==> src/fcd_pkg.sv <==
// Purpose: Shared constants and types for firmware commit and image download
// Assumes: 32-bit register port, one clock
// Notes:   Opcode values and register layout are local choices
`default_nettype none
package fcd_pkg;
	localparam logic [7:0] OPC_COMMIT   = 8'h10;
	localparam logic [7:0] OPC_DOWNLOAD = 8'h11;

	localparam logic [2:0] SCT_GENERIC = 3'h0;
	localparam logic [2:0] SCT_CMD     = 3'h1;
	localparam logic [7:0] SC_OK          = 8'h00;
	localparam logic [7:0] SC_BAD_OPCODE  = 8'h01;
	localparam logic [7:0] SC_BAD_FIELD   = 8'h02;
	localparam logic [7:0] SC_INTERNAL    = 8'h06;
	localparam logic [7:0] SC_BAD_SLOT    = 8'h06;
	localparam logic [7:0] SC_BAD_IMAGE   = 8'h07;
	localparam logic [7:0] SC_NEED_CONV   = 8'h0B;
	localparam logic [7:0] SC_NEED_SUBSYS = 8'h10;
	localparam logic [7:0] SC_NEED_RESET  = 8'h11;
	localparam logic [7:0] SC_MAX_TIME    = 8'h12;
	localparam logic [7:0] SC_PROHIBIT    = 8'h13;
	localparam logic [7:0] SC_OVERLAP     = 8'h14;

	localparam int ACT_LSB  = 3;
	localparam int ACT_MSB  = 5;
	localparam int SLOT_MSB = 2;

	localparam int          RNG_DEPTH  = 8;
	localparam logic [3:0]  RNG_FULL   = 4'h8;
	localparam logic [63:0] DW_BYTES   = 64'h0000_0000_0000_0004;
	localparam int          DW_SHIFT   = 2;
	localparam logic [2:0]  SLOT_RESET = 3'h1;

	localparam logic [7:0] REG_CTRL   = 8'h00;
	localparam logic [7:0] REG_MAXACT = 8'h04;
	localparam logic [7:0] REG_STATUS = 8'h08;
	localparam logic [2:0] CTRL_SLOTS_RESET = 3'h7;
	localparam logic [7:0] CTRL_RO_RESET    = 8'h00;
	localparam logic [15:0] MAXACT_RESET    = 16'h0064;

	typedef enum logic [2:0] {
		CA_REPLACE     = 3'b000,
		CA_REPLACE_ACT = 3'b001,
		CA_ACT_RESET   = 3'b010,
		CA_ACT_NOW     = 3'b011
	} fcd_action_type;

	typedef enum logic [1:0] {
		PEND_NONE   = 2'b00,
		PEND_ANY    = 2'b01,
		PEND_CONV   = 2'b10,
		PEND_SUBSYS = 2'b11
	} fcd_pend_type;

	typedef enum logic [1:0] {
		RST_CTRL   = 2'b00,
		RST_CONV   = 2'b01,
		RST_SUBSYS = 2'b10
	} fcd_rst_type;

	typedef enum logic [2:0] {
		ST_IDLE  = 3'b000,
		ST_FETCH = 3'b001,
		ST_CHECK = 3'b010,
		ST_STORE = 3'b011
	} fcd_state_type;

	typedef struct packed {
		logic [7:0]  opcode;
		logic [63:0] prp1;
		logic [63:0] prp2;
		logic [31:0] cdw10;
		logic [31:0] cdw11;
	} fcd_cmd_type;

	typedef struct packed {
		logic [2:0] sct;
		logic [7:0] sc;
	} fcd_cpl_type;

	typedef struct packed {
		logic         done;
		logic         fail;
		logic         img_ok;
		logic         prohibited;
		fcd_pend_type needs;
		logic [15:0]  act_time;
	} fcd_store_type;
endpackage
`default_nettype wire

==> src/fcd_core.sv <==
// Purpose: Firmware commit and image download command handling
// Assumes: Commands arrive one at a time; slot store answers each request
// Notes:   Download data is fetched one dword per beat from host memory
// Overview of operation
// - Commit posts a completion once the requested action is finished.
// - Commit pending with success activates the named image at next reset.
// - Storage write failure completes commit with generic Internal Error.
// - Slot read-only, invalid or above supported count returns 06h.
// - Invalid image for activation returns 07h and is not loaded.
// - 0Bh: needs conventional reset; controller or FLR reset keeps old image.
// - 10h: needs subsystem reset; any other reset keeps old image.
// - 11h: image needs a reset and is activated at the next reset.
// - 12h when immediate activation exceeds max activation time; host reissues.
// - 13h when the image is refused for vendor reasons.
// - 14h when downloaded pieces cover overlapping dword ranges.
// - Download accepted while other commands remain outstanding; this core takes a command only in ST_IDLE.
// - Image built from pieces, each with dword offset and count.
// - Pieces accepted in any order, each placed by its offset.
// - Download never activates an image; it only copies data.
// - Download uses only both PRP entries and dwords 10 and 11.
// - First PRP entry gives the host address of the piece data.
// - Dword 10 holds a zero-based dword count.
// - Dword 11 holds the dword offset from the image start.
// - Each download posts a completion once its piece is received.
// - Commit action: 000 replace, 001 replace+reset, 010 reset, 011 now.
`timescale 1ns/1ps
`default_nettype none
module fcd_core (
	input  wire logic                  sys_clk,
	input  wire logic                  arst_n,
	input  wire fcd_pkg::fcd_cmd_type  cmd,
	input  wire logic                  cmd_valid,
	output logic                       cmd_ready,
	output var  fcd_pkg::fcd_cpl_type  cpl,
	output logic                       cpl_valid,
	output logic                       fetch_req,
	output logic [63:0]                fetch_addr,
	output logic [63:0]                fetch_prp2,
	input  wire logic                  fetch_vld,
	input  wire logic [31:0]           fetch_data,
	output logic                       stage_we,
	output logic [31:0]                stage_addr,
	output logic [31:0]                stage_data,
	output logic                       store_req,
	output logic                       store_replace,
	output logic [2:0]                 store_slot,
	input  wire fcd_pkg::fcd_store_type store_info,
	input  wire logic                  rst_evt,
	input  wire fcd_pkg::fcd_rst_type  rst_kind,
	output logic                       act_pulse,
	output logic [2:0]                 act_slot,
	input  wire logic [7:0]            reg_addr,
	input  wire logic [31:0]           reg_wdata,
	input  wire logic                  reg_wr,
	input  wire logic                  reg_rd,
	output logic [31:0]                reg_rdata
);
	fcd_pkg::fcd_state_type  state;
	fcd_pkg::fcd_state_type  next_state;
	fcd_pkg::fcd_pend_type   pend;
	fcd_pkg::fcd_pend_type   ev_pend;
	fcd_pkg::fcd_cpl_type    next_cpl;
	fcd_pkg::fcd_cpl_type    ev_cpl;
	logic [31:0]             dl_count;
	logic [31:0]             dl_ofs;
	logic [31:0]             idx;
	logic [2:0]              cm_action;
	logic [2:0]              cm_slot;
	logic [2:0]              pend_slot;
	logic [2:0]              slots_supported;
	logic [7:0]              ro_mask;
	logic [15:0]             max_activation_time;
	logic                    overlap;
	logic [3:0]              rng_cnt;
	logic [31:0]             rng_start [fcd_pkg::RNG_DEPTH];
	logic [31:0]             rng_end [fcd_pkg::RNG_DEPTH];
	logic                    rng_used [fcd_pkg::RNG_DEPTH];
	logic [fcd_pkg::RNG_DEPTH-1:0] hit;
	logic                    ev_now;

	// Command acceptance and decode
	wire take    = cmd_valid && cmd_ready;
	wire take_dl = take && cmd.opcode == fcd_pkg::OPC_DOWNLOAD;
	wire take_cm = take && cmd.opcode == fcd_pkg::OPC_COMMIT;
	wire take_bad = take && !take_dl && !take_cm;
	wire beat    = state == fcd_pkg::ST_FETCH && fetch_vld;
	wire last_beat = beat && idx == dl_count;
	wire [31:0] new_end = 32'(cmd.cdw11 + cmd.cdw10);

	wire [2:0] slot_sel = cm_slot == 3'h0 ? act_slot : cm_slot;
	wire is_replace = cm_action == fcd_pkg::CA_REPLACE
		|| cm_action == fcd_pkg::CA_REPLACE_ACT;
	wire act_legal = cm_action[2] == 1'b0;
	wire slot_bad = slot_sel > slots_supported
		|| (is_replace && ro_mask[slot_sel]);
	wire check_err = !act_legal || slot_bad || (is_replace && overlap);
	wire cm_done = state == fcd_pkg::ST_STORE && store_info.done;
	wire rng_clear = cm_done && is_replace;
	wire rng_rec = take_dl && rng_cnt != fcd_pkg::RNG_FULL;
	wire over_set = take_dl && |hit;

	wire cpl_now = take_bad || last_beat || cm_done
		|| (state == fcd_pkg::ST_CHECK && check_err);

	// Completion selection
	always_comb begin
		next_cpl = '{sct: fcd_pkg::SCT_GENERIC, sc: fcd_pkg::SC_OK};
		if (take_bad) begin
			next_cpl.sc = fcd_pkg::SC_BAD_OPCODE;
		end else if (state == fcd_pkg::ST_CHECK) begin
			if (!act_legal) begin
				next_cpl.sc = fcd_pkg::SC_BAD_FIELD;
			end else if (slot_bad) begin
				next_cpl = '{sct: fcd_pkg::SCT_CMD, sc: fcd_pkg::SC_BAD_SLOT};
			end else begin
				next_cpl = '{sct: fcd_pkg::SCT_CMD, sc: fcd_pkg::SC_OVERLAP};
			end
		end else if (state == fcd_pkg::ST_STORE) begin
			next_cpl = ev_cpl;
		end
	end

	// Outcome of a commit once the slot store has answered
	always_comb begin
		ev_cpl = '{sct: fcd_pkg::SCT_CMD, sc: fcd_pkg::SC_OK};
		ev_pend = fcd_pkg::PEND_NONE;
		ev_now = 1'b0;
		if (store_info.fail) begin
			ev_cpl = '{sct: fcd_pkg::SCT_GENERIC, sc: fcd_pkg::SC_INTERNAL};
		end else if (cm_action == fcd_pkg::CA_REPLACE) begin
			ev_cpl.sc = fcd_pkg::SC_OK;
		end else if (!store_info.img_ok) begin
			ev_cpl.sc = fcd_pkg::SC_BAD_IMAGE;
		end else if (store_info.prohibited) begin
			ev_cpl.sc = fcd_pkg::SC_PROHIBIT;
		end else if (cm_action != fcd_pkg::CA_ACT_NOW) begin
			ev_pend = fcd_pkg::PEND_ANY;
		end else if (store_info.act_time > max_activation_time) begin
			ev_cpl.sc = fcd_pkg::SC_MAX_TIME;
		end else begin
			unique case (store_info.needs)
				fcd_pkg::PEND_NONE: ev_now = 1'b1;
				fcd_pkg::PEND_ANY: begin
					ev_cpl.sc = fcd_pkg::SC_NEED_RESET;
					ev_pend = fcd_pkg::PEND_ANY;
				end
				fcd_pkg::PEND_CONV: begin
					ev_cpl.sc = fcd_pkg::SC_NEED_CONV;
					ev_pend = fcd_pkg::PEND_CONV;
				end
				fcd_pkg::PEND_SUBSYS: begin
					ev_cpl.sc = fcd_pkg::SC_NEED_SUBSYS;
					ev_pend = fcd_pkg::PEND_SUBSYS;
				end
			endcase
		end
		// Success carries the generic status type
		if (ev_cpl.sc == fcd_pkg::SC_OK) begin
			ev_cpl.sct = fcd_pkg::SCT_GENERIC;
		end
	end

	always_comb begin
		next_state = state;
		unique case (state)
			fcd_pkg::ST_IDLE: begin
				if (take_dl) begin
					next_state = fcd_pkg::ST_FETCH;
				end else if (take_cm) begin
					next_state = fcd_pkg::ST_CHECK;
				end
			end
			fcd_pkg::ST_FETCH: begin
				if (last_beat) begin
					next_state = fcd_pkg::ST_IDLE;
				end
			end
			fcd_pkg::ST_CHECK: begin
				next_state = check_err ? fcd_pkg::ST_IDLE : fcd_pkg::ST_STORE;
			end
			fcd_pkg::ST_STORE: begin
				if (store_info.done) begin
					next_state = fcd_pkg::ST_IDLE;
				end
			end
			default: next_state = fcd_pkg::ST_IDLE;
		endcase
	end

	always_ff @(posedge sys_clk or negedge arst_n) begin
		if (!arst_n) begin
			state <= fcd_pkg::ST_IDLE;
			cmd_ready <= 1'b0;
			cpl_valid <= 1'b0;
			cpl <= '0;
		end else begin
			state <= next_state;
			cmd_ready <= next_state == fcd_pkg::ST_IDLE;
			cpl_valid <= cpl_now;
			cpl <= cpl_now ? next_cpl : '0;
		end
	end

	// Download: latch piece, fetch from PRP1, write staging store
	always_ff @(posedge sys_clk or negedge arst_n) begin
		if (!arst_n) begin
			dl_count <= '0;
			dl_ofs <= '0;
			idx <= '0;
			fetch_addr <= '0;
			fetch_prp2 <= '0;
		end else if (take_dl) begin
			dl_count <= cmd.cdw10;
			dl_ofs <= cmd.cdw11;
			idx <= '0;
			fetch_addr <= cmd.prp1;
			fetch_prp2 <= cmd.prp2;
		end else if (beat) begin
			idx <= 32'(idx + 32'h0000_0001);
			fetch_addr <= 64'(fetch_addr + fcd_pkg::DW_BYTES);
		end
	end

	always_ff @(posedge sys_clk or negedge arst_n) begin
		if (!arst_n) begin
			fetch_req <= 1'b0;
			stage_we <= 1'b0;
			stage_addr <= '0;
			stage_data <= '0;
		end else begin
			fetch_req <= next_state == fcd_pkg::ST_FETCH;
			stage_we <= beat;
			stage_addr <= 32'((dl_ofs + idx) << fcd_pkg::DW_SHIFT);
			stage_data <= fetch_data;
		end
	end

	// Commit: latch fields, ask the slot store
	always_ff @(posedge sys_clk or negedge arst_n) begin
		if (!arst_n) begin
			cm_action <= fcd_pkg::CA_REPLACE;
			cm_slot <= '0;
			store_req <= 1'b0;
			store_replace <= 1'b0;
			store_slot <= '0;
		end else begin
			if (take_cm) begin
				cm_action <= cmd.cdw10[fcd_pkg::ACT_MSB:fcd_pkg::ACT_LSB];
				cm_slot <= cmd.cdw10[fcd_pkg::SLOT_MSB:0];
			end
			store_req <= state == fcd_pkg::ST_CHECK && !check_err;
			store_replace <= is_replace;
			store_slot <= slot_sel;
		end
	end

	// Activation bookkeeping; downloads never reach here
	wire fire = rst_evt && (pend == fcd_pkg::PEND_ANY
		|| (pend == fcd_pkg::PEND_CONV && rst_kind != fcd_pkg::RST_CTRL)
		|| (pend == fcd_pkg::PEND_SUBSYS && rst_kind == fcd_pkg::RST_SUBSYS));

	always_ff @(posedge sys_clk or negedge arst_n) begin
		if (!arst_n) begin
			pend <= fcd_pkg::PEND_NONE;
			pend_slot <= '0;
			act_pulse <= 1'b0;
			act_slot <= fcd_pkg::SLOT_RESET;
		end else begin
			act_pulse <= fire || (cm_done && ev_now);
			if (fire) begin
				act_slot <= pend_slot;
				pend <= fcd_pkg::PEND_NONE;
			end
			if (cm_done && ev_now) begin
				act_slot <= slot_sel;
			end else if (cm_done && ev_pend != fcd_pkg::PEND_NONE) begin
				pend <= ev_pend;
				pend_slot <= slot_sel;
			end
		end
	end

	// Range table of received pieces
	for (genvar g = 0; g < fcd_pkg::RNG_DEPTH; g++) begin : g_rng
		assign hit[g] = rng_used[g] && cmd.cdw11 <= rng_end[g]
			&& rng_start[g] <= new_end;
		always_ff @(posedge sys_clk or negedge arst_n) begin
			if (!arst_n) begin
				rng_used[g] <= 1'b0;
				rng_start[g] <= '0;
				rng_end[g] <= '0;
			end else if (rng_clear) begin
				rng_used[g] <= 1'b0;
			end else if (rng_rec && rng_cnt == 4'(g)) begin
				rng_used[g] <= 1'b1;
				rng_start[g] <= cmd.cdw11;
				rng_end[g] <= new_end;
			end
		end
	end

	always_ff @(posedge sys_clk or negedge arst_n) begin
		if (!arst_n) begin
			rng_cnt <= '0;
			overlap <= 1'b0;
		end else begin
			if (rng_clear) begin
				rng_cnt <= '0;
			end else if (rng_rec) begin
				rng_cnt <= 4'(rng_cnt + 4'h1);
			end
			if (over_set) begin
				overlap <= 1'b1;
			end else if (rng_clear) begin
				overlap <= 1'b0;
			end
		end
	end

	// Register port
	wire wr_ctrl = reg_wr && reg_addr == fcd_pkg::REG_CTRL;
	wire wr_max = reg_wr && reg_addr == fcd_pkg::REG_MAXACT;
	wire [31:0] rd_mux =
		reg_addr == fcd_pkg::REG_CTRL ? {16'h0000, ro_mask, 5'h00, slots_supported} :
		reg_addr == fcd_pkg::REG_MAXACT ? {16'h0000, max_activation_time} :
		reg_addr == fcd_pkg::REG_STATUS ? {19'h0_0000, rng_cnt, overlap,
			pend, pend_slot, act_slot} : 32'h0000_0000;

	always_ff @(posedge sys_clk or negedge arst_n) begin
		if (!arst_n) begin
			slots_supported <= fcd_pkg::CTRL_SLOTS_RESET;
			ro_mask <= fcd_pkg::CTRL_RO_RESET;
			max_activation_time <= fcd_pkg::MAXACT_RESET;
			reg_rdata <= '0;
		end else begin
			if (wr_ctrl) begin
				slots_supported <= reg_wdata[2:0];
				ro_mask <= reg_wdata[15:8];
			end
			if (wr_max) begin
				max_activation_time <= reg_wdata[15:0];
			end
			reg_rdata <= reg_rd ? rd_mux : 32'h0000_0000;
		end
	end
endmodule
`default_nettype wire

==> config.mk <==
export PLATFORM = sky130hd
export DESIGN_NAME = fcd_core
export DESIGN_NICKNAME = d
export VERILOG_FILES = /design/src/fcd_pkg.sv /design/src/fcd_core.sv
export SDC_FILE = /design/constraint.sdc
export NUM_CORES = 2
export LEC_CHECK = 0
export BUFFER_PORTS_ARGS = -buffer_cell sky130_fd_sc_hd__buf_2
export CAP_MARGIN = 15
export CELL_PAD_IN_SITES_DETAIL_PLACEMENT = 1
export CELL_PAD_IN_SITES_GLOBAL_PLACEMENT = 2
export CORE_UTILIZATION = 41
export CTS_BUF_LIST = sky130_fd_sc_hd__clkbuf_16
export CTS_CLUSTER_SIZE = 30
export DETAILED_ROUTE_END_ITERATION = 16
export GPL_ROUTABILITY_DRIVEN = 0
export PLACE_DENSITY = 0.88
export SLEW_MARGIN = 25
export SYNTH_ARGS = -nofsm -noshare
export SYNTH_HDL_FRONTEND = slang
export SYNTH_SLANG_ARGS = --single-unit
==> constraint.sdc <==
create_clock -name sys_clk -period 8.8 [get_ports sys_clk]
set_input_delay 0.44 -clock sys_clk [delete_from_list [all_inputs] [get_ports sys_clk]]
set_output_delay 0.44 -clock sys_clk [all_outputs]
set_load 0.1 [all_outputs]
**After elaboration in Yosys (flattened, before gate mapping)**

Cells that the tools add are included.

- $add $sub $neg: 5
- Multipliers: 0
- Div/mod/pow operators: 0
- $lt $le $gt $ge: 19
- Eq/ne operators: 26
- Shift-type cells: 0
- Mux-type cells: 73
- Bitwise logic cells: 2
- Reduce and logical (&&, ||, !) cells: 91

Operators by type and width:

| operator | number |
|---|---|
| 32-bit <= comparator | 16 |
| 64-bit 2-to-1 mux | 2 |
| 64-bit by 3-bit adder with 64-bit output (second input constant) | 1 |
| 32-bit 2-to-1 mux | 2 |
| 16-bit 2-to-1 mux | 3 |
| 1-bit logical AND | 46 |
| 5-bit 2-to-1 mux | 7 |
| 11-bit 2-to-1 mux | 3 |
| 32-bit by 1-bit adder with 32-bit output (second input constant) | 1 |
| 32-bit adder | 1 |
| 32-bit equality test | 1 |
| 30-bit adder | 1 |
| 1-bit 2-to-1 mux | 28 |
| 2-bit nonzero test | 14 |
| 3-bit 2-to-1 mux | 9 |
| 2-bit 2-to-1 mux | 10 |
| 2-bit AND reduction | 9 |
| 4-bit by 3-bit equality test with 1-bit output (second input constant) | 4 |
| 8-bit by 5-bit equality test with 1-bit output (second input constant) | 2 |
| 16-bit > comparator | 1 |
| 8-bit zero test | 2 |
| 8-bit 2-to-1 mux | 2 |
| 5-bit case mux with 3 select lines | 1 |
| 13-bit 2-to-1 mux | 1 |
| 24 further kinds | 49 |

- Flip-flop bits (word level): 890
- Bits in latches: 0
- Bits in writable memories: 0
- Memory bits (read-only): 0
- Input bits: 303
- Logic and storage cells: 269
- Memories: 0

**Longest topological paths before layout**

- Depth in word-level cells: 14
- Depth in mapped cells: 23
- Mapped depth without buffers: 23

**Worst setup path after synthesis**

Ideal clock, no wire load.

- Path kind: in2reg
- From: input cmd[12] (netlist name)
- To: register overlap
- Arrival time: 4.884 ns
- Required time: 8.666 ns
- Slack: 3.782 ns
- Stages: 22
- Buffers on the path: 1
- Cells stage by stage: ha_1 buf_2 and3_1 nand4_2 o21ba_2 a21oi_1 a41oi_1 a211oi_1 o31ai_1 a21oi_1 xnor2_1 ha_1 nand4_1 nor4_1 nand3_1 nor4_1 a211oi_1 o2111ai_1 o21a_1 o211ai_1 nor4_2 a31oi_1

- Longest elaborated chain between the ends: 6
- Elaborated cells on any way between the ends: 37
- Classes of those cells: 1 x add/sub; 16 x order compare; 1 x mux; 19 x reduce/logical

Ends and longest elaborated chain:

| what | RTL line | RTL |
|---|---|---|
| from (decl) | fcd_core.sv:31 | `input wire fcd_pkg::fcd_cmd_type cmd,` |
| 32-bit adder / 32-bit <= comparator (equally long branches) | fcd_core.sv:88, fcd_core.sv:285 |  |
| 32-bit <= comparator / 1-bit logical AND (equally long branches) | fcd_core.sv:286, fcd_core.sv:285 |  |
| 1-bit logical AND | fcd_core.sv:286 | `&& rng_start[g] <= new_end;` |
| 8-bit OR reduction * | fcd_core.sv:100 | `wire over_set = take_dl && \|hit;` |
| 1-bit logical AND * | fcd_core.sv:100 |  |
| 1-bit 2-to-1 mux / 2-bit nonzero test (equally long branches) | - |  |
| to (signal assigned) | fcd_core.sv:305 | `overlap <= 1'b0;` |
| to (signal assigned) | fcd_core.sv:313 | `overlap <= 1'b1;` |
| to (signal assigned) | fcd_core.sv:315 | `overlap <= 1'b0;` |
| to (decl) | fcd_core.sv:73 | `logic overlap;` |

Every way passes the cells marked *; elsewhere a longest branch is shown, timed or not.
A chain may end at the register's enable or synchronous reset.

**Worst setup path in the final report**

- From: input cmd[44] (netlist name)
- To: register overlap

- Longest elaborated chain between the ends: 6
- Elaborated cells on any way between the ends: 21
- Classes of those cells: 1 x add/sub; 8 x order compare; 1 x mux; 11 x reduce/logical

Ends and longest elaborated chain:

| what | RTL line | RTL |
|---|---|---|
| 32-bit adder * | fcd_core.sv:88 | `wire [31:0] new_end = 32'(cmd.cdw11 + cmd.cdw10);` |
| 32-bit <= comparator | fcd_core.sv:286 |  |
| 1-bit logical AND | fcd_core.sv:286 |  |
| 8-bit OR reduction * | fcd_core.sv:100 |  |
| 1-bit logical AND * | fcd_core.sv:100 |  |
| 1-bit 2-to-1 mux / 2-bit nonzero test (equally long branches) | - |  |

Marks and branches as above.

==> results.ini <==
[status]
outcome = complete, no violations

[timing]
final_hold_viol_count = 0
post-route-min-period_ns = 6.33
rsz0062_at_grt = no
slew_viol_final = 0
tns_ns = 0
timing.hold.ws_ns = 0.0490
slew_headroom_pct = 27.5
setup_viol = 0
post-route-period-util_pct = 72.0
setup_ws_ns = 2.47
max_freq_mhz = 158
finClkSkew_ns = 0.0374
tightest_slew_ns = 1.08

[logic_synthesis]
synth_top_area_share_pct = 44.0
synth_area_per_cell_um2 = 9.88
synthTopCellsByArea = dfrtp_1 44%, ha_1 15%, nand2_1 6.5%, mux2_2 6.4%, o21ai_0 4.4%
ys_async_sr_fraction_pct = 100
synth-edff-count = 0
ys_ff_latch = 885
ys_seq_area_share_pct = 44.4
synth.distinct_cells = 102
synthFlopType = dfrtp_1
synth_top_area_cell = dfrtp_1
synthCells = 5056
synth_area_mm2 = 0.0499
ys_warn_count = 0

[detailed_routing]
avgViaCountPerCell = 5.54
drcViolationCount = 0
wl_per_cell_um = 23.6
routed_wl_um = 177000
first_pass_iters = 5
drt_iter0_markers = 2395
dr_total_vias = 41600
ant_nets = 0

[power]
power.leakage_nw = 30.1
p_comb_share_pct = 19.0
power_mw = 10.3
seqPwrFrac_pct = 41.1
p_int_mw = 6.96
p_per_area_mw_per_mm2 = 171
ir_drop_v = 0.000162
swShare_pct = 32.2
clkPwrFrac_pct = 39.9
switchingPower_mw = 3.30

[placed_design]
place_area_mm2 = 0.0547
dp_cells = 7106
port_buffers = 511
post-place-ws_ns = 2.26
hpwl_um = 121000

[die]
ioPinCount = 551
design.core.area_mm2 = 0.120
dieWidth_um = 351
rows = 127
start_util_pct = 41.5
dieHeight_um = 351
die-area_mm2 = 0.123

[clocking]
h-tree-depth = 3
cts_root_buffer = clkbuf_16
cts_buffer_depth = 3
numCtsBuffers = 101
cts.sinks = 885
worst_skew_pair.late_latency_ns = 0.72
post_cts_resize_count = 0
cts.clk_slew.worst_paths_ns = 0.06
cts_tree = built

[worst_setup_path]
end_kind = register
cp_slowest_cell = nor4_1
slowest_delay_ns = 0.80
cp-start-kind = input port
reg2regPathDepth = 7
criticalPathCategory = in -> reg
crit_start = cmd[44]
crit_arrival_ns = 6.93
cp_max_fo = 16
r2r_start = state[1]$_DFF_PN0_
worstPathCellList = dlygate4sd3_1 > buf_2 > ha_1 > and3_1 > nand4_2 > a211o_1 > a311oi_2 > o31ai_1 > xnor2_1 > inv_2 > ha_1 > nand4_1 > nor4_1 > nand3_1 > nor4_1 > a211oi_1 > o2111ai_1 > o21a_1 > o211ai_1 > nor4_2 > a31oi_1
worstPathRequired_ns = 9.40

[global_route]
grt_pass1_wl_um = 268000
grt_pass1_vias = 43900
grtUsageTotal_pct = 28.6
antenna_found_initial = 20
gr-total-overflow = 0
grt_max_degree = 154

[finish]
area_growth_pct = 20.1
drive_gt1_share_pct = 18.5
stdcell_count = 7511
final_cell_area_mm2 = 0.0600
fin_nets = 6694
final_core_util_pct = 49.9
final_common_cell = dfrtp_1
layout_common_cells = 878 x dfrtp_1, 860 x nand2_1, 592 x ha_1

[worst_hold_path]
timing.hold.worst.class = in -> reg
whs_path_depth = 3
hold_start = cmd[38]

[flow_run]
cap_violations = 0

[cell usage after synthesis, types with 31 or more instances]
library cell	n
clkbuf_1	145
dfrtp_1	878
xor2_1	84
a211oi_1	33
ha_1	592
o21a_1	31
a21o_1	117
o21ai_0	443
inv_1	339
nand3_1	89
xnor2_1	95
nand4_1	131
nor2b_1	39
nor2_1	197
nor3_1	63
a21oi_1	187
mux2_2	286
nand2_1	869
and3_1	44
[flip-flops by register name, indices dropped and copies added (netlist names), 16 cells and up]
register,cells
stage_addr,30
rng_start,256
fetch_prp2,64
max_activation_time,16
rng_end,256
idx,32
stage_data,32
dl_ofs,30
reg_rdata,16
fetch_addr,64
dl_count,32
[worst paths after layout]
| check | end | slack (ns) |
|---|---|---|
| max in group asynchronous | stage_data[18]$_DFF_PN0_ | 6.41 |
| setup / recovery | overlap$_DFFE_PN0P_ | 2.47 |
| min in group asynchronous | rng_end[196]$_DFFE_PN0P_ | 0.34 |
| hold reg to reg | fetch_prp2[24]$_DFFE_PN0P_ | 0.47 |
| hold / removal | dl_count[6]$_DFFE_PN0P_ | 0.05 |
| setup reg to reg | rng_start[41]$_DFFE_PN0P_ | 4.82 |
[metal layers]
metal  GRT usage [%]  part of all wire, %  up-vias
met2            47.3                   48      974
met5               0                0.034        -
met1            37.2                   44    21100
met3            4.31                  4.3      358
met4            11.7                  4.1        8
li1                -                    -    19100
[cell families (layout without fill, tap and decap cells)]
kind of cell | after synthesis | after routing | share of synthesized area [%]
AO/OA/AOI/OAI | 990 | 990 | 12.0
other | 1 | 40 | 0.00751
buffers and inverters | 523 | 1327 | 4.15
multiplexers | 308 | 308 | 6.89
XOR/XNOR | 183 | 183 | 3.31
flip-flops | 885 | 885 | 44.4
adder cells (fa/ha/maj) | 599 | 599 | 15.0
AND/OR/NAND/NOR | 1567 | 1567 | 14.2
[power by group through the flow]
stage | Clock [mW] | Combinational, mW | Sequential, mW
after floorplan | 0 | 0.738 | 4.60
final | 4.09 | 1.95 | 4.22
after CTS | 4.17 | 1.93 | 4.22
after global placement | 0 | 1.78 | 4.29
after detailed placement | 0 | 1.83 | 4.29
after global routing | 4.31 | 2.09 | 4.23
[timing repair]
action | 4_1_cts | 5_1_grt
setup buffers | 0 | 0
hold buffers | 199 | 0
endpoints found under the hold margin | 297 | 0
[critical path, delay by kind of cell]
family / cells / cell delay, ns
compound gates: 8 / 1.81
xor+xnor: 1 / 0.61
fa+ha+maj: 2 / 0.90
buf+inv: 3 / 1.16
simple gates: 7 / 2.00
[layout make-up]
type	instances	area (um2)
tap	1612	2020
antenna	16	40.0
multi-input combinational	3671	26000
inverter	342	1280
fill	13600	60300
clock inverter	87	588
sequential	885	22200
timing repair buffer	796	5310
clock buffer	102	2550
(Power assumes the default switching activity.)
